## config.mk

```make
export PLATFORM = sky130hd
export DESIGN_NAME = rrx_exec
export DESIGN_NICKNAME = d
export VERILOG_FILES = /design/src/rrx_pkg.sv /design/src/rrx_exec.sv
export SDC_FILE = /design/constraint.sdc
export NUM_CORES = 1
export LEC_CHECK = 0
export BUFFER_PORTS_ARGS = -buffer_cell sky130_fd_sc_hd__buf_2
export CORE_MARGIN = 1
export CORE_UTILIZATION = 45
export CTS_CLUSTER_DIAMETER = 200
export CTS_CLUSTER_SIZE = 20
export DETAILED_ROUTE_END_ITERATION = 16
export HOLD_SLACK_MARGIN = 0.03
export PLACE_DENSITY = 0.65
export SETUP_SLACK_MARGIN = 0.02
export SLEW_MARGIN = 30
export SYNTH_ARGS = -nofsm -noshare
export SYNTH_HDL_FRONTEND = slang
export SYNTH_SLANG_ARGS = --single-unit
export TNS_END_PERCENT = 10
```

## constraint.sdc

```tcl
create_clock -name clk -period 4.7 [get_ports clk]
set_input_delay 0.47 -clock clk [delete_from_list [all_inputs] [get_ports clk]]
set_output_delay 0.47 -clock clk [all_outputs]
set_load 0.01 [all_outputs]
```

## src/rrx_pkg.sv

```systemverilog
/*
  Constants, opcodes, register map and state codes for the return and
  reset instruction execution block.
  Assumes a four-phase instruction cycle made of four clk periods.
*/
// How it works
// RULE1 - The software reset opcode (one word) returns every register and flag to its reset value. The stack storage is not cleared, only the stack pointer.
// RULE2 - The return-from-irq opcode, select bit in bit 0, pops the stack into the PC in two cycles.
// RULE3 - Return-from-irq sets the high or low priority global interrupt enable and leaves the other one alone.
// RULE4 - With the select bit at 1 the shadow copies go back to accumulator, flags and bank select.
// RULE5 - With the select bit at 0 the accumulator, flags and bank select keep their values.
// RULE6 - Return-literal loads its 8-bit operand into the accumulator and leaves the flags alone.
// RULE7 - Return-literal pops the stack into the PC; one word, two instruction cycles.
// RULE8 - Neither return touches the upper or high PC latch registers.
// RULE9 - The second cycle of a return is a no-operation that discards the prefetched word.
// RULE10 - Each pop moves the stack pointer back by one so the previous entry becomes the top.
package rrx_pkg;

  // Instruction cycle phases
  localparam logic [1:0] RRX_Q1 = 2'h0;
  localparam logic [1:0] RRX_Q2 = 2'h1;
  localparam logic [1:0] RRX_Q4 = 2'h3;

  // Opcodes
  localparam logic [15:0] RRX_OP_SW_RESET  = 16'h00FF;
  localparam logic [15:0] RRX_OP_RETIRQ    = 16'h0010;
  localparam logic [15:0] RRX_RETIRQ_MASK  = 16'hFFFE;
  localparam logic [7:0]  RRX_OP_RETLIT_HI = 8'h0C;
  localparam int          RRX_SEL_BIT      = 0;

  // Flush length: one instruction cycle of clk periods
  localparam logic [2:0] RRX_FLUSH_CLKS = 3'h4;

  // APB register byte offsets
  localparam logic [7:0] RRX_A_CTRL    = 8'h00;
  localparam logic [7:0] RRX_A_CORE    = 8'h04;
  localparam logic [7:0] RRX_A_PC      = 8'h08;
  localparam logic [7:0] RRX_A_STACK   = 8'h0C;
  localparam logic [7:0] RRX_A_LATCH   = 8'h10;
  localparam logic [7:0] RRX_A_SHADOW  = 8'h14;

  // Field positions
  localparam int RRX_CTRL_EN    = 0;  // Execution enable
  localparam int RRX_CORE_STAT  = 8;  // Flags field start in CORE word
  localparam int RRX_CORE_BANK  = 16; // Bank field start in CORE word
  localparam int RRX_CORE_LOW_PRIO_GLOBAL_IRQ_EN  = 24;
  localparam int RRX_CORE_HIGH_PRIO_GLOBAL_IRQ_EN  = 25;
  localparam int RRX_CORE_ACT   = 26; // Block busy
  localparam int RRX_LATCH_UP   = 8;  // Upper latch field start
  localparam int RRX_STK_FULL   = 8;

  // Reset values
  localparam logic [31:0] RRX_CTRL_RST = 32'h0000_0001;

  typedef enum logic [1:0] {
    RRX_IDLE  = 2'b00,
    RRX_EXEC  = 2'b01,
    RRX_FLUSH = 2'b10
  } rrx_state_e;

endpackage

```

## src/rrx_exec.sv

```systemverilog
/*
  Execution logic for the software reset, return-from-irq and
  return-literal instructions, with the return stack, accumulator,
  flags, bank select, shadow copies and global interrupt enables.
  Assumes the fetch stage presents instruction words at phase Q1 from
  logic on clk, and software reaches the registers over APB.
*/
// The register addresses and the APB slave port are this design's own decisions.
`timescale 1ns/10ps
`default_nettype none
module rrx_exec
  import rrx_pkg::*;
#(
  parameter int PC_W        = 21,
  parameter int STACK_DEPTH = 31,
  parameter int PTR_W       = 5
) (
  // Clock and reset
  input  wire logic             clk,
  input  wire logic             sys_rst,
  // Instruction from fetch and decode
  input  wire logic             instr_valid,
  input  wire logic [15:0]      instr_word,
  // Interrupt entry from the interrupt controller
  input  wire logic             irq_entry,
  input  wire logic             irq_level_high,
  input  wire logic [PC_W-1:0]  irq_ret_addr,
  // Execution results
  output logic [PC_W-1:0]       pc_o,
  output logic                  pc_load_o,
  output logic                  flush_o,
  output logic                  core_reset_o,
  output logic                  busy_o,
  output logic [7:0]            accumulator_o,
  output logic [7:0]            status_o,
  output logic [3:0]            bank_select_reg_o,
  output logic                  high_prio_global_irq_en_o,
  output logic                  low_prio_global_irq_en_o,
  // APB slave
  input  wire logic             psel,
  input  wire logic             penable,
  input  wire logic             pwrite,
  input  wire logic [7:0]       paddr,
  input  wire logic [31:0]      pwdata,
  output logic [31:0]           prdata,
  output logic                  pready,
  output logic                  pslverr
);

  rrx_state_e            state_q;
  logic [1:0]            phase_q;
  logic [15:0]           ir_q;
  logic [2:0]            flush_cnt_q;
  logic [PC_W-1:0]       pc_q, stack_top_entry;
  logic [7:0]            acc_q, status_q, acc_shadow_q, flag_shadow_q;
  logic [7:0]            pc_latch_high_q, pc_latch_upper_q;
  logic [3:0]            bsr_q, bank_shadow_q;
  logic [PC_W-1:0]       stack_q [STACK_DEPTH];
  logic [PTR_W-1:0]      sp_q;
  logic [31:0]           rd_mux;
  logic                  soft_rst_q, rst, pc_load_q, flush_q, busy_q;
  logic                  high_prio_global_irq_en_q, low_prio_global_irq_en_q, exec_en_q, stack_empty, stack_full;
  logic                  is_sw_reset, is_retirq, is_retlit, take, ir_retirq, ir_retlit;
  logic                  ir_ret, ret_exec, entry_ok, apb_wr, apb_setup, addr_ok;

  // The software reset is ORed in so that it reaches every register except the stack storage
  assign rst = sys_rst | soft_rst_q; // see RULE1

  // Opcode decode of the incoming word and of the held word
  assign is_sw_reset = (instr_word == RRX_OP_SW_RESET);
  assign is_retirq   = ((instr_word & RRX_RETIRQ_MASK) == RRX_OP_RETIRQ);
  assign is_retlit   = (instr_word[15:8] == RRX_OP_RETLIT_HI);
  assign take        = (state_q == RRX_IDLE) && (phase_q == RRX_Q1) && instr_valid &&
                       exec_en_q && (is_sw_reset || is_retirq || is_retlit);
  assign ir_retirq   = ((ir_q & RRX_RETIRQ_MASK) == RRX_OP_RETIRQ);
  assign ir_retlit   = (ir_q[15:8] == RRX_OP_RETLIT_HI);
  assign ir_ret      = ir_retirq || ir_retlit;
  assign ret_exec    = (state_q == RRX_EXEC) && (phase_q == RRX_Q4) && ir_ret;
  // Interrupt entry only while idle, so it never races a return
  assign entry_ok    = irq_entry && (state_q == RRX_IDLE) && !take;

  // Stack top; an empty stack reads as zero and pops do not wrap
  assign stack_empty     = (sp_q == '0);
  assign stack_full      = (sp_q == PTR_W'(STACK_DEPTH));
  assign stack_top_entry = stack_empty ? '0 : stack_q[sp_q - PTR_W'(1)];

  // Free-running phase counter, Q1 to Q4
  always_ff @(posedge clk) begin
    phase_q <= rst ? RRX_Q1 : phase_q + 2'h1;
  end

  // Sequencer: decode at Q1, act through Q4, then one no-op cycle for returns
  always_ff @(posedge clk) begin
    if (rst) begin
      state_q <= RRX_IDLE;
      ir_q    <= 16'h0000;
      busy_q  <= 1'b0;
    end else begin
      unique case (state_q)
        RRX_IDLE: begin
          if (take) begin
            state_q <= RRX_EXEC;
            ir_q    <= instr_word;
            busy_q  <= 1'b1; // Busy follows the next state, so the pin is a flop
          end
        end
        RRX_EXEC: begin
          if (phase_q == RRX_Q4) begin
            state_q <= ir_ret ? RRX_FLUSH : RRX_IDLE;
            busy_q  <= ir_ret;
          end
        end
        RRX_FLUSH: begin
          if (flush_cnt_q == 3'h1) begin
            state_q <= RRX_IDLE;
            busy_q  <= 1'b0;
          end
        end
        default: begin
          state_q <= RRX_IDLE;
        end
      endcase
    end
  end

  // Software reset is decoded at Q2 and pulses one clk wide during Q3, clearing the block with it
  always_ff @(posedge clk) begin
    soft_rst_q <= !sys_rst && (state_q == RRX_EXEC) && (phase_q == RRX_Q2) &&
                  (ir_q == RRX_OP_SW_RESET) && !soft_rst_q; // see RULE1
  end

  // Second cycle of a return is a no-op that kills the prefetched word
  always_ff @(posedge clk) begin
    if (rst) begin
      flush_cnt_q <= 3'h0;
      flush_q     <= 1'b0;
    end else if (ret_exec) begin
      flush_cnt_q <= RRX_FLUSH_CLKS; // see RULE9
      flush_q     <= 1'b1;
    end else if (flush_cnt_q != 3'h0) begin
      flush_cnt_q <= flush_cnt_q - 3'h1;
      flush_q     <= (flush_cnt_q != 3'h1);
    end
  end

  // Return stack: pop at Q4 of a return, push on interrupt entry
  always_ff @(posedge clk) begin
    if (rst) begin
      sp_q <= '0;
    end else if (ret_exec && !stack_empty) begin
      sp_q <= sp_q - PTR_W'(1); // see RULE10
    end else if (entry_ok && !stack_full) begin
      sp_q <= sp_q + PTR_W'(1);
    end
  end

  // Stack storage has no reset; entries above the pointer are never read
  always_ff @(posedge clk) begin
    if (entry_ok && !stack_full) begin
      stack_q[sp_q] <= irq_ret_addr;
    end
  end

  // PC load from the stack top, latches deliberately left out
  always_ff @(posedge clk) begin
    pc_load_q <= !rst && ret_exec;
    if (rst) begin
      pc_q <= '0;
    end else if (ret_exec) begin
      pc_q <= stack_top_entry; // see RULE2 see RULE7 see RULE8
    end
  end

  // Accumulator, flags and bank select
  always_ff @(posedge clk) begin
    if (rst) begin
      acc_q    <= 8'h00;
      status_q <= 8'h00;
      bsr_q    <= 4'h0;
    end else if (ret_exec && ir_retlit) begin
      acc_q <= ir_q[7:0]; // see RULE6
    end else if (ret_exec && ir_q[RRX_SEL_BIT]) begin
      acc_q    <= acc_shadow_q; // see RULE4
      status_q <= flag_shadow_q;
      bsr_q    <= bank_shadow_q;
    end
    // Select bit clear leaves all three alone, see RULE5
  end

  // Shadow copies are taken on interrupt entry and may be set over APB
  always_ff @(posedge clk) begin
    if (rst) begin
      acc_shadow_q  <= 8'h00;
      flag_shadow_q <= 8'h00;
      bank_shadow_q <= 4'h0;
    end else if (entry_ok) begin
      acc_shadow_q  <= acc_q;
      flag_shadow_q <= status_q;
      bank_shadow_q <= bsr_q;
    end else if (apb_wr && paddr == RRX_A_SHADOW) begin
      acc_shadow_q  <= pwdata[7:0];
      flag_shadow_q <= pwdata[RRX_CORE_STAT +: 8];
      bank_shadow_q <= pwdata[RRX_CORE_BANK +: 4];
    end
  end

  // Global enables: entry clears the level taken, return-from-irq sets it again
  always_ff @(posedge clk) begin
    if (rst) begin
      high_prio_global_irq_en_q <= 1'b0;
      low_prio_global_irq_en_q <= 1'b0;
    end else if (ret_exec && ir_retirq) begin
      high_prio_global_irq_en_q <= high_prio_global_irq_en_q | irq_level_high;  // see RULE3
      low_prio_global_irq_en_q <= low_prio_global_irq_en_q | !irq_level_high; // see RULE3
    end else if (entry_ok) begin
      high_prio_global_irq_en_q <= high_prio_global_irq_en_q & !irq_level_high;
      low_prio_global_irq_en_q <= low_prio_global_irq_en_q & irq_level_high;
    end else if (apb_wr && paddr == RRX_A_CORE) begin
      high_prio_global_irq_en_q <= pwdata[RRX_CORE_HIGH_PRIO_GLOBAL_IRQ_EN];
      low_prio_global_irq_en_q <= pwdata[RRX_CORE_LOW_PRIO_GLOBAL_IRQ_EN];
    end
  end

  // APB: zero-wait slave, ready in every access phase
  assign apb_setup = psel && !penable;
  assign apb_wr    = psel && penable && pwrite && pready;
  assign addr_ok   = (paddr == RRX_A_CTRL) || (paddr == RRX_A_CORE) ||
                     (paddr == RRX_A_PC) || (paddr == RRX_A_STACK) ||
                     (paddr == RRX_A_LATCH) || (paddr == RRX_A_SHADOW);

  // Read data is sampled at setup so it stands through the access phase
  always_comb begin
    rd_mux = 32'h0000_0000;
    if (paddr == RRX_A_CTRL) begin
      rd_mux[RRX_CTRL_EN] = exec_en_q;
    end else if (paddr == RRX_A_CORE) begin
      rd_mux[7:0]                  = acc_q;
      rd_mux[RRX_CORE_STAT +: 8]   = status_q;
      rd_mux[RRX_CORE_BANK +: 4]   = bsr_q;
      rd_mux[RRX_CORE_LOW_PRIO_GLOBAL_IRQ_EN]        = low_prio_global_irq_en_q;
      rd_mux[RRX_CORE_HIGH_PRIO_GLOBAL_IRQ_EN]        = high_prio_global_irq_en_q;
      rd_mux[RRX_CORE_ACT]         = (state_q != RRX_IDLE);
    end else if (paddr == RRX_A_PC) begin
      rd_mux[PC_W-1:0] = pc_q;
    end else if (paddr == RRX_A_STACK) begin
      rd_mux[PTR_W-1:0]    = sp_q;
      rd_mux[RRX_STK_FULL] = stack_full;
    end else if (paddr == RRX_A_LATCH) begin
      rd_mux[7:0]                = pc_latch_high_q;
      rd_mux[RRX_LATCH_UP +: 8]  = pc_latch_upper_q;
    end else if (paddr == RRX_A_SHADOW) begin
      rd_mux[7:0]                = acc_shadow_q;
      rd_mux[RRX_CORE_STAT +: 8] = flag_shadow_q;
      rd_mux[RRX_CORE_BANK +: 4] = bank_shadow_q;
    end
  end

  // Bus answer registers
  always_ff @(posedge clk) begin
    if (rst) begin
      pready  <= 1'b0;
      pslverr <= 1'b0;
      prdata  <= 32'h0000_0000;
    end else begin
      pready  <= apb_setup;
      pslverr <= apb_setup && !addr_ok;
      if (apb_setup) begin
        prdata <= pwrite ? 32'h0000_0000 : rd_mux;
      end
    end
  end

  // Control and PC latch registers; only software writes them
  always_ff @(posedge clk) begin
    if (rst) begin
      exec_en_q        <= RRX_CTRL_RST[RRX_CTRL_EN];
      pc_latch_high_q  <= 8'h00;
      pc_latch_upper_q <= 8'h00;
    end else if (apb_wr) begin
      if (paddr == RRX_A_CTRL) begin
        exec_en_q <= pwdata[RRX_CTRL_EN];
      end
      if (paddr == RRX_A_LATCH) begin
        pc_latch_high_q  <= pwdata[7:0];
        pc_latch_upper_q <= pwdata[RRX_LATCH_UP +: 8];
      end
    end
  end

  // Core outputs straight from their flip-flops
  assign pc_o                      = pc_q;
  assign pc_load_o                 = pc_load_q;
  assign flush_o                   = flush_q;
  assign core_reset_o              = soft_rst_q;
  assign busy_o                    = busy_q;
  assign accumulator_o             = acc_q;
  assign status_o                  = status_q;
  assign bank_select_reg_o         = bsr_q;
  assign high_prio_global_irq_en_o = high_prio_global_irq_en_q;
  assign low_prio_global_irq_en_o  = low_prio_global_irq_en_q;
endmodule
`default_nettype wire

```

# Yosys cells after proc, flatten, opt, wreduce, memory -nomap -nowiden

Memories as Yosys holds them, arrays and structs flattened.
Index checks and enable logic that the tools add are counted.

Memories kept: 1
Bits of input ports: 85
Register bits: 146
Bits in writable memories: 651

Equal/unequal tests: 21
Reduce and logical (&&, ||, !) cells: 61
Add/subtract/negate cells: 4
Muxes and demuxes: 48
Bitwise logic cells: 6

Memories:

| memory  | depth | width | read ports | clocked after memory_dff | write ports | line           | text |
|---|---|---|---|---|---|---|---|
| stack_q | 31    | 21    | 1          | 0                        | 1           | rrx_exec.sv:58 | `logic [PC_W-1:0] stack_q [STACK_DEPTH];` |

Operators by type and width:

| kind                | count |
|---|---|
| $mux 20             | 4 |
| $mux 8              | 6 |
| $eq 16x8->1 const B | 2 |
| $eq 8x4->1 const B  | 4 |
| $eq 15x4->1 const B | 2 |
| $mux 27             | 1 |
| $logic_and 1x1->1   | 25 |
| $mux 21             | 1 |
| $mux 1              | 17 |
| $eq 8x5->1 const B  | 2 |
| $mux 16             | 1 |
| $mux 3              | 5 |
| $mux 5              | 3 |
| $mux 4              | 3 |
| $mux 11             | 1 |
| $reduce_bool 2->1   | 5 |
| $logic_not 1->1     | 9 |
| $reduce_bool 3->1   | 3 |
| $eq 8x3->1 const B  | 1 |
| $logic_not 8->1     | 1 |
| $logic_or 1x1->1    | 8 |
| $mux 2              | 4 |
| $reduce_and 2->1    | 4 |
| $pmux 2 s3          | 1 |
| 20 further kinds    | 27 |

# Logic depth before layout (Yosys ltp)

Gate-level depths: netlist of run 1.

Word-level depth: 10
Mapped depth: 14
Mapped depth without buffers: 8

# Worst setup path before layout of run 1

OpenSTA, ideal clock, no wires.

Path type: reg2reg
Start point: register sp_q[0]
End point: register pc_q[0] (netlist: pc_o[0])
Stages on the path, launching flop included: 15
Clock period less this slack: 3486 ps
Setup time: 129 ps
Slack: 1214 ps
Arrival time: 3356 ps
Path through: dfxtp_1 -> buf_2 -> buf_2 -> buf_4 -> buf_2 -> inv_1 -> ha_1 -> clkbuf_1 -> clkbuf_1 -> clkbuf_1 -> mux4_2 -> mux2i_1 -> o22ai_1 -> o21ai_0 -> o211ai_1

Word-level cells in the longest chain between the ends: 3
Elaborated cells on any way between the ends: 4
Classes of those cells: add/sub: 1; mux: 1; reduce/logical: 1; memory: 1

RTL lines:

| item                   | line            | text |
|---|---|---|
| from (decl)            | rrx_exec.sv:59  | `logic [PTR_W-1:0] sp_q;` |
| from (signal assigned) | rrx_exec.sv:151 | `sp_q <= sp_q - PTR_W'(1);` |
| from (signal assigned) | rrx_exec.sv:153 | `sp_q <= sp_q + PTR_W'(1);` |
| $sub 5x1->5            | rrx_exec.sv:85  | `assign stack_top_entry = stack_empty ? '0 : stack_q[sp_q - PTR_W'(1)];` |
| $mem_v2 31x21          | n/a             |  |
| $mux 21 (*)            | rrx_exec.sv:85  |  |
| to (signal assigned)   | rrx_exec.sv:170 | `pc_q <= stack_top_entry;` |
| to (decl)              | rrx_exec.sv:54  | `logic [PC_W-1:0] pc_q, stack_top_entry;` |

Every way passes the cells marked *; elsewhere a longest branch is shown, timed or not.
A chain may end at the register's enable or synchronous reset.

# Worst setup path after layout of run 1

Start point: register sp_q[0]
End point: register pc_q[17] (netlist: pc_o[17])

Same word-level chain as after synthesis.

==> impl_summary.md, run 1 <==
Global route
The total overflow left after global routing is 0. The all-layer global routing usage is approximately a fifth. The maximum number of pins on one net before global-route repair is between 60 and 70. The initial antenna violation count is 1. The wire length of the first global-routing pass is 107000 um. The via count of the first global-routing pass was roughly 17000.

Synthesis
The synthesized area is 31300 um2. The share of the synthesized area in the top cell type is ~63%. The per-instance average area after synthesis is between 15 and 20 um2. The synthesized design contains 789 register bits. The synthesized design contains 651 enable-type register cells. For this run, the register share of the synthesized area comes to a little under three quarters. The count of different cell masters after synthesis is a little under 70. The biggest area contributor in the post-synthesis netlist is sky130_fd_sc_hd__edfxtp_1.

The predominant post-synthesis flop cell is sky130_fd_sc_hd__edfxtp_1. The cell count after synthesis is 1829. By area the synthesized netlist is led by sky130_fd_sc_hd__edfxtp_1 63%, sky130_fd_sc_hd__mux4_2 11%, sky130_fd_sc_hd__dfxtp_1 8.8%. The async set-or-reset flop fraction in the synthesized netlist is 0%.

The Yosys step of the flow raised 0 warnings.

Critical path
For the worst setup path, the data arrival time is about 4 ns. The worst setup path is launched from a register. The cell family contributing the most delay on the critical path is buffers and inverters. Among all stages on the critical path, the largest delay is contributed by sky130_fd_sc_hd__xor2_4.

STA classifies the critical path endpoint as a register. The critical path depth is 7. For this run, the slowest stage of the critical path takes 0.74 ns.

The signal on the critical path passes through inv_1, ha_1, xor2_4, buf_4, mux4_2, mux2i_1, o211ai_1. The critical path contains buffers and inverters numbering 2 combined. The critical path data required time is just over 5 ns.

The path depth of the worst reg2reg path is 7. In this run the worst path has a maximum fanout of 44. The classification of the worst setup path is register to register.

Pwr
The switching share of power is between 20% and 30%. In this run the power density over the cells is 374 nW/um2. The cell-internal power is around 0.0099 W. The switching component of the power is just under 0.003 W.

Combinational cells account for around a tenth of the total power. IR analysis of the VDD net gives a maximum drop of 264 uV. In this run, flip-flops and latches consume about three fifths of the power. The clock network accounts for slightly above 30% of the total power. The static leakage is 11.2 nW.

Cells and area
The number of nets in the final layout is about 2100. In the final layout, the share of cells above drive strength 1 is a little under a quarter. After filler insertion, the fill cell instance count of the layout stands at around 5600. Registers take 22300 um2. From synthesis to final layout, the design area changed by 10.4%.

The finished layout holds ~2900 standard cells, fillers aside. The multi-input combinational cells in the finished layout cover a total of 8560 um2. The number of diodes is 0.

CTS
The clock latency of the later-clocked register in the worst-skew pair is roughly 0.60 ns. The number of clock sinks seen by CTS is ~790. The number of hold-repair buffers added at the cts stage is 0.

CTS placed an instance of sky130_fd_sc_hd__clkbuf_16 at the clock tree root. In this run the deepest clock path goes through 3 buffers. The number of buffers created by CTS is 45. The clock transition at the registers of the reported paths is about 0.09 ns. Buffers added to address setup during post-CTS repair amount to 0. TritonCTS built the clock tree. The CTS H-tree depth is 2. The number of gates resized after CTS was 0.

STA
The final setup violation count is 0. The worst hold slack after final layout is about 0.13 ns. The number of hold violations in the final report is 0. Based on the critical path, the design can be clocked at up to around 280 MHz.

The final count of pins violating max slew was 0. Setup total negative slack on the finished layout was measured at 0 ns. For the pin with the worst max-slew slack, the measured transition is around 0.90 ns. The worst path meets setup with around 1.1 ns of slack.

The post-layout minimum cycle time is 3.57 ns. The worst relative slew slack is 40.2%. The share of the clock period used by the worst path after layout is 75.9%. Across the routed clock network, the largest skew measured is between 0.01 and 0.015 ns.

Setup repair after global routing left no endpoint under its margin.

Floorplanning
The starting utilization of the core area is between 40% and 50%. The die covers just over 70000 um2. The chip width is ~270 um.

After floorplanning, the core was divided into 96 placement rows. around 170 I/O pins were placed. The core region is about 69000 um2. The vertical die dimension is between 200 and 300 um.

Place
The congestion estimate from routability-driven global placement came to 0.840. The worst slack after detailed placement is about 1.0 ns. The number of instances in the placed design is 2858. Detailed placement finished with a half-perimeter wire length of around 44000 um. Port buffering added around 150 buffers.

Drt
The number of vias per cell is ~5.8. The post-detailed-route count of antenna-violating nets is 0. Summed over all layers, the routed wires come to slightly above 70000 um. After the first detailed-routing iteration, the DRC count stood at between 1500 and 2000. The total iterations of the first detailed-routing run is 7. The average routed wire per standard cell is 24.4 um. In the routed design, unresolved DRC markers number 0. Summing over every cut layer, the via total after detailed routing is 17000.

Outcome
The flow ran to the end, and the final reports show no timing, DRC or antenna violations.

Hold path
The number of instances on the worst hold path is 3. The path type of the worst min-delay path is input port to register.

Flow run
The number of maximum-capacitance violations is 0.
[placed cells by master (no fill, tap or decap), types with 5 or more instances in the layout]
master | synthesis | layout
sky130_fd_sc_hd__nand3b_1 | 5 | 5
sky130_fd_sc_hd__ha_1 | 12 | 11
sky130_fd_sc_hd__mux2i_1 | 149 | 149
sky130_fd_sc_hd__o21ai_0 | 22 | 22
sky130_fd_sc_hd__conb_1 | 1 | 8
sky130_fd_sc_hd__clkbuf_1 | 57 | 15
sky130_fd_sc_hd__o22ai_1 | 20 | 20
sky130_fd_sc_hd__a21oi_1 | 61 | 61
sky130_fd_sc_hd__nand4_1 | 7 | 7
sky130_fd_sc_hd__nor3_1 | 11 | 11
sky130_fd_sc_hd__dfxtp_1 | 138 | 137
sky130_fd_sc_hd__clkbuf_16 | 0 | 45
sky130_fd_sc_hd__a222oi_1 | 11 | 11
sky130_fd_sc_hd__nand2b_1 | 12 | 11
sky130_fd_sc_hd__buf_2 | 38 | 147
sky130_fd_sc_hd__edfxtp_1 | 651 | 651
sky130_fd_sc_hd__inv_1 | 10 | 10
sky130_fd_sc_hd__mux4_2 | 147 | 147
sky130_fd_sc_hd__o21ai_1 | 7 | 7
sky130_fd_sc_hd__nor4_1 | 7 | 6
sky130_fd_sc_hd__and3_1 | 11 | 10
sky130_fd_sc_hd__nor2_1 | 150 | 117
sky130_fd_sc_hd__a211oi_2 | 20 | 21
sky130_fd_sc_hd__a22o_1 | 11 | 11
sky130_fd_sc_hd__o221ai_1 | 13 | 13
sky130_fd_sc_hd__nor2_2 | 0 | 33
sky130_fd_sc_hd__nand2_1 | 119 | 118
sky130_fd_sc_hd__buf_4 | 13 | 55
sky130_fd_sc_hd__o211ai_1 | 40 | 40
sky130_fd_sc_hd__nand3_1 | 17 | 17
[synth_stat cells (2+ instances only)]
cell type                     n
sky130_fd_sc_hd__ha_1        12
sky130_fd_sc_hd__nand2_1    119
sky130_fd_sc_hd__a21oi_1     61
sky130_fd_sc_hd__buf_1        5
sky130_fd_sc_hd__mux2i_1    149
sky130_fd_sc_hd__o221ai_1    13
sky130_fd_sc_hd__and2_1       4
sky130_fd_sc_hd__a211oi_2    20
sky130_fd_sc_hd__inv_1       10
sky130_fd_sc_hd__o311ai_0     2
sky130_fd_sc_hd__or3b_2       2
sky130_fd_sc_hd__or2_2        2
sky130_fd_sc_hd__a211oi_1     2
sky130_fd_sc_hd__a222oi_1    11
sky130_fd_sc_hd__buf_2       38
sky130_fd_sc_hd__or4_1        2
sky130_fd_sc_hd__nor4_1       7
sky130_fd_sc_hd__nor3_1      11
sky130_fd_sc_hd__a22o_1      11
sky130_fd_sc_hd__a32oi_1      2
sky130_fd_sc_hd__and3b_1      3
sky130_fd_sc_hd__mux4_2     147
sky130_fd_sc_hd__nor2b_1      3
sky130_fd_sc_hd__and3_1      11
sky130_fd_sc_hd__nand3_1     17
sky130_fd_sc_hd__nand4_1      7
sky130_fd_sc_hd__xnor2_1      4
sky130_fd_sc_hd__clkbuf_1    57
sky130_fd_sc_hd__xor2_1       2
sky130_fd_sc_hd__o21ai_1      7
sky130_fd_sc_hd__o2bb2ai_1    2
sky130_fd_sc_hd__dfxtp_1    138
sky130_fd_sc_hd__or3_1        4
sky130_fd_sc_hd__nand2b_1    12
sky130_fd_sc_hd__nor2_1     150
sky130_fd_sc_hd__buf_4       13
sky130_fd_sc_hd__edfxtp_1   651
sky130_fd_sc_hd__a31oi_1      3
sky130_fd_sc_hd__o22ai_1     20
sky130_fd_sc_hd__a221o_1      3
sky130_fd_sc_hd__nand3b_1     5
sky130_fd_sc_hd__o21ai_0     22
sky130_fd_sc_hd__o211ai_1    40
[flip-flops by register name, indices dropped and copies added (netlist names), 16 cells and up]
| register | flops |
|---|---|
| pc_o | 21 |
| stack_q | 651 |
| ir_q | 16 |
| prdata | 24 |
[power by group through the flow]
stage	clock network, W	registers, W	logic, W
global route	0.00425	0.00766	0.00144
global placement	0	0.00781	0.00131
finish	0.00393	0.00765	0.00132
detailed placement	0	0.00781	0.00134
CTS	0.00402	0.00765	0.00134
floorplan	0	0.00780	0.000921
[per-layer routing]
| layer | part of all wire [%] | vias to the layer above | GRT usage (%) |
|---|---|---|---|
| li1 | - | 7478 | - |
| met1 | 43 | 8854 | 27.8 |
| met2 | 49 | 529 | 33.8 |
| met3 | 5.6 | 94 | 2.87 |
| met4 | 2.2 | 2 | 5.23 |
| met5 | 0.017 | - | 0 |
[final cells by class]
| type | count | area share (%) |
|---|---|---|
| Timing Repair Buffer | 205 | 3.50 |
| Multi-Input combinational cell | 923 | 24.8 |
| Tap cell | 931 | 3.38 |
| Clock inverter | 3 | 0.0979 |
| Inverter | 10 | 0.109 |
| Clock buffer | 60 | 3.43 |
| Sequential cell | 789 | 64.7 |
[logic make-up (layout without fill, tap and decap cells)]
kind of cell / after synthesis / after routing / share of synthesized area, %
flops: 789 / 789 / 71.4
simple gates: 367 / 367 / 5.25
mux: 296 / 296 / 15.4
compound gates: 234 / 234 / 5.53
buf+inv: 124 / 278 / 1.82
fa+ha+maj: 12 / 12 / 0.480
xor+xnor: 6 / 6 / 0.168
other cells: 1 / 8 / 0.0120
[worst register-to-register path, cell delays in order, from the launching register on]
cell	delay [ns]
sky130_fd_sc_hd__dfxtp_4	0.64
sky130_fd_sc_hd__inv_1	0.23
sky130_fd_sc_hd__ha_1	0.42
sky130_fd_sc_hd__xor2_4	0.75
sky130_fd_sc_hd__buf_4	0.66
sky130_fd_sc_hd__mux4_2	0.50
sky130_fd_sc_hd__mux2i_1	0.15
sky130_fd_sc_hd__o211ai_1	0.09
[path summary, 6_finish.rpt]
path,start,endpoint,slack (ns)
worst min-delay path,pwdata[10],pc_latch_upper_q[2]$_SDFFE_PP0P_,0.13
worst max-delay path,sp_q[0]$_SDFFE_PP0P_,pc_o[17]$_SDFFE_PP0P_,1.13
worst min register to register,prdata[17]$_SDFFE_PP0P_,prdata[17]$_SDFFE_PP0P_,0.46
worst max register to register,sp_q[0]$_SDFFE_PP0P_,pc_o[17]$_SDFFE_PP0P_,1.13
[per-stage QoR]
stage / util, % / power, W / area, um2
final: 50.2 / 0.0129 / 34500
after global routing: 50.2 / 0.0133 / 34500
after CTS: 50.2 / 0.0130 / 34500
after detailed placement: 48.4 / 0.00915 / 33300
after global placement: 48.4 / 0.00912 / 33300
after floorplan: - / 0.00872 / 31300
No activity file was read; power rests on OpenSTA's default activity.
==> run 2, diff against run 1 <==
--- a/config.mk
+++ b/config.mk
@@ -12,7 +12,7 @@
 export CTS_CLUSTER_SIZE = 20
 export DETAILED_ROUTE_END_ITERATION = 16
 export HOLD_SLACK_MARGIN = 0.03
-export PLACE_DENSITY = 0.65
+export PLACE_DENSITY = 0.67
 export SETUP_SLACK_MARGIN = 0.02
 export SLEW_MARGIN = 30
 export SYNTH_ARGS = -nofsm -noshare
==> constraint.sdc (replaced) <==
create_clock -name clk -period 3.2 [get_ports clk]
set_input_delay 0.32 -clock clk [delete_from_list [all_inputs] [get_ports clk]]
set_output_delay 0.32 -clock clk [all_outputs]
set_load 0.01 [all_outputs]
==> impl_summary.md, run 2 (synthesis results as in run 1) <==
Outcome
Status: completed (unchanged).

Pwr
The power per unit of standard cell area is 539 nW/um2 (was 374 nW/um2). The largest vdd supply drop came to 415 uV (was 264 uV). The static leakage came to 11.5 nW (was 11.2 nW).

Global route
The wire length of the first global-routing pass is 108000 um (was 107000 um). The via count of the first global-routing pass is 17400 (was 17000). The maximum number of pins on one net before global-route repair is 78 (was 61).

The remaining global-route overflow was 0 (unchanged). The initial antenna violation count is 1 (unchanged). The all-layer global routing usage is 20.3% (was 20.2%).

STA
The worst relative slew slack was 40.1% (was 40.2%). Unrepaired setup endpoints after global routing: no (unchanged). The fmax came to 342 MHz (was 280 MHz).

The worst clock skew on the final layout is 0.0162 ns (was 0.0149 ns). The post-layout minimum cycle time is 2.93 ns (was 3.57 ns). The final count of pins violating max slew is 0 (unchanged).

The final setup violation count is 0 (unchanged). The total negative setup slack came to 0 ns (unchanged). The share of the clock period used by the worst path after layout is 91.4% (was 75.9%). The post-layout worst setup margin is 0.274 ns (was 1.13 ns).

The number of hold violations in the final report is 0 (unchanged). The slew at the pin closest to its max-slew limit is 0.892 ns (was 0.897 ns).

Drt
The total routed wirelength is 71400 um (was 71200 um). The average routed wire per standard cell is 24.0 um (was 24.4 um). The starting DRC count in detailed routing is 1670 (was 1770). The number of vias per cell was 5.75 (was 5.81). The total number of vias is 17100 (was 17000). The total DRC errors in the routed layout is 0 (unchanged). The post-detailed-route count of antenna-violating nets is 0 (unchanged). The total iterations of the first detailed-routing run is 8 (was 7).

Critical path
Critical Path, Cell by Cell: ha_1, and3_1, ha_1, nor3_1, nand2_1, buf_4, nor2_2, buf_12 (was inv_1, ha_1, xor2_4, buf_4, mux4_2, mux2i_1, o211ai_1). The cell with the largest stage delay on the worst path is sky130_fd_sc_hd__nor3_1 (was sky130_fd_sc_hd__xor2_4). The endpoint arrival time on the critical path is 3.22 ns (was 4.02 ns). The kind of start point of the critical path is a register (unchanged). The maximum fanout along the worst path is 21 (was 44). The classification of the worst setup path was register to register (unchanged). The critical path data required time is 3.50 ns (was 5.16 ns). The peak per-stage delay on the critical path was 0.75 ns (was 0.74 ns).

The nature of the critical path endpoint is a register (unchanged). The cell that appears most often on the critical path is sky130_fd_sc_hd__ha_1.

Place
The worst slack after detailed placement came to 0.321 ns (was 1.05 ns). The placer congestion estimate was 0.891 (was 0.840). The HPWL after detailed placement is 44000 um (was 43800 um). The number of input and output port buffers inserted is 147 (unchanged).

Cells and area
The register name with the most flops is stack_q (unchanged). The number of nets in the final layout is 2122 (was 2071). The share of layout cells above drive strength 1 is 24.5% (was 23.9%).

The number of flip-flops under the largest register name is 651 (unchanged). Commonest cells after routing, fill and taps aside: 651 x sky130_fd_sc_hd__edfxtp_1, 149 x sky130_fd_sc_hd__mux2i_1, 147 x sky130_fd_sc_hd__mux4_2, 147 x sky130_fd_sc_hd__buf_2, 137 x sky130_fd_sc_hd__dfxtp_1 (unchanged). The utilization after layout is 51.6% (was 50.2%).

The most common cell after layout, fill and taps aside is sky130_fd_sc_hd__edfxtp_1 (unchanged). The area growth from synthesis to final layout is 13.5% (was 10.4%).

Floorplanning
The standard-cell row count was 96 (unchanged). The vertical die dimension came to 266 um (unchanged). The starting utilization of the core area was 45.5% (unchanged). The top-level port count came to 166 (unchanged). The die outline area is 70500 um2 (unchanged). The chip width is 266 um (unchanged).

The placeable core area is 68700 um2 (unchanged).

CTS
The maximum number of buffers from clock root to sink is 3 (unchanged). The CTS H-tree depth is 2 (unchanged). The number of hold-repair buffers added at the cts stage is 24 (was 0). The clock latency of the later-clocked register in the worst-skew pair is 0.61 ns (was 0.60 ns).

The buffer cell driving the clock tree root is sky130_fd_sc_hd__clkbuf_16 (unchanged). The clock transition at the registers of the reported paths is 0.09 ns (about the same). The number of buffers inserted to repair setup after CTS is 0 (unchanged). The number of gates given a new drive strength after cts is 0 (unchanged).

The number of clock sinks seen by CTS was 789 (unchanged). The CTS tree is built (unchanged). The number of buffers created by CTS is 45 (unchanged).

Hold path
The path type of the worst min-delay path is input port to register (unchanged).

Flow run
The number of maximum-capacitance violations came to 0 (unchanged).
run 2: cell types whose count changed in the layout (fill, tap and decap cells not counted), sizes merged:
cell         before  now
dlygate4sd3       0   24
diode             0    1
buf             205  232
inv              12   13
run 2: final cells by class:
cell class	count	area [um2]
diodes	1	2.50
clock buffers	60	1180
clock inverters	4	53.8
fillers	5550	33200
inverters	10	37.5
multi-input cells	923	8550
flip-flops and latches	789	22300
well taps	931	1160
repair buffers	256	2180
run 2: final timing paths:
kind / startpoint / end / slack [ns] / cells after the start
max: sp_q[1]$_SDFFE_PP0P_ / stack_q[14][7]$_DFFE_PP_ / 0.27 / 8
max reg2reg: sp_q[1]$_SDFFE_PP0P_ / stack_q[14][7]$_DFFE_PP_ / 0.27 / 8
min reg2reg: prdata[24]$_SDFFE_PP0P_ / prdata[24]$_SDFFE_PP0P_ / 0.46 / 2
min: pwdata[19] / bank_shadow_q[3]$_SDFFE_PP0P_ / 0.09 / 3
run 2: power breakdown:
group	internal (W)	leakage (nW)	switching (W)	total [W]
Clock	0.00261	0.598	0.00319	0.00581
Combinational	0.000905	3.96	0.00117	0.00208
Sequential	0.0112	6.98	0.0000486	0.0112
run 2: worst max-delay path, delay by kind of cell (launching register included):
kind	cells	cell delay, ns
and+or+nand+nor	4	1.27
adders and majority gates	2	0.48
buffers and inverters	2	0.45
DFF	1	0.40
run 2: stage by stage:
stage | cell area [um2] | hold WS (ns) | cells | total power (W)
5_1_grt | 35500 | 0.0942 | 2974 | 0.0198
2_1_floorplan | 31300 | 0.419 | 1836 | 0.0128
4_1_cts | 35500 | 0.0493 | 2973 | 0.0193
3_3_place_gp | 34000 | 0.440 | 2885 | 0.0135
3_5_place_dp | 34000 | 0.446 | 2885 | 0.0135
6_report | 35500 | 0.0926 | 2974 | 0.0191
run 2: metal layers:
metal  part of all wire (%)  global-route usage [%]  wire (um)  up-vias
met5                      0                       0          0        -
met4                    2.1                    5.16       1490        0
met3                    6.2                    3.00       4440       98
met2                     49                    34.3      35000      618
met1                     43                    27.6      30500     8788
li1                       -                       -          -     7593
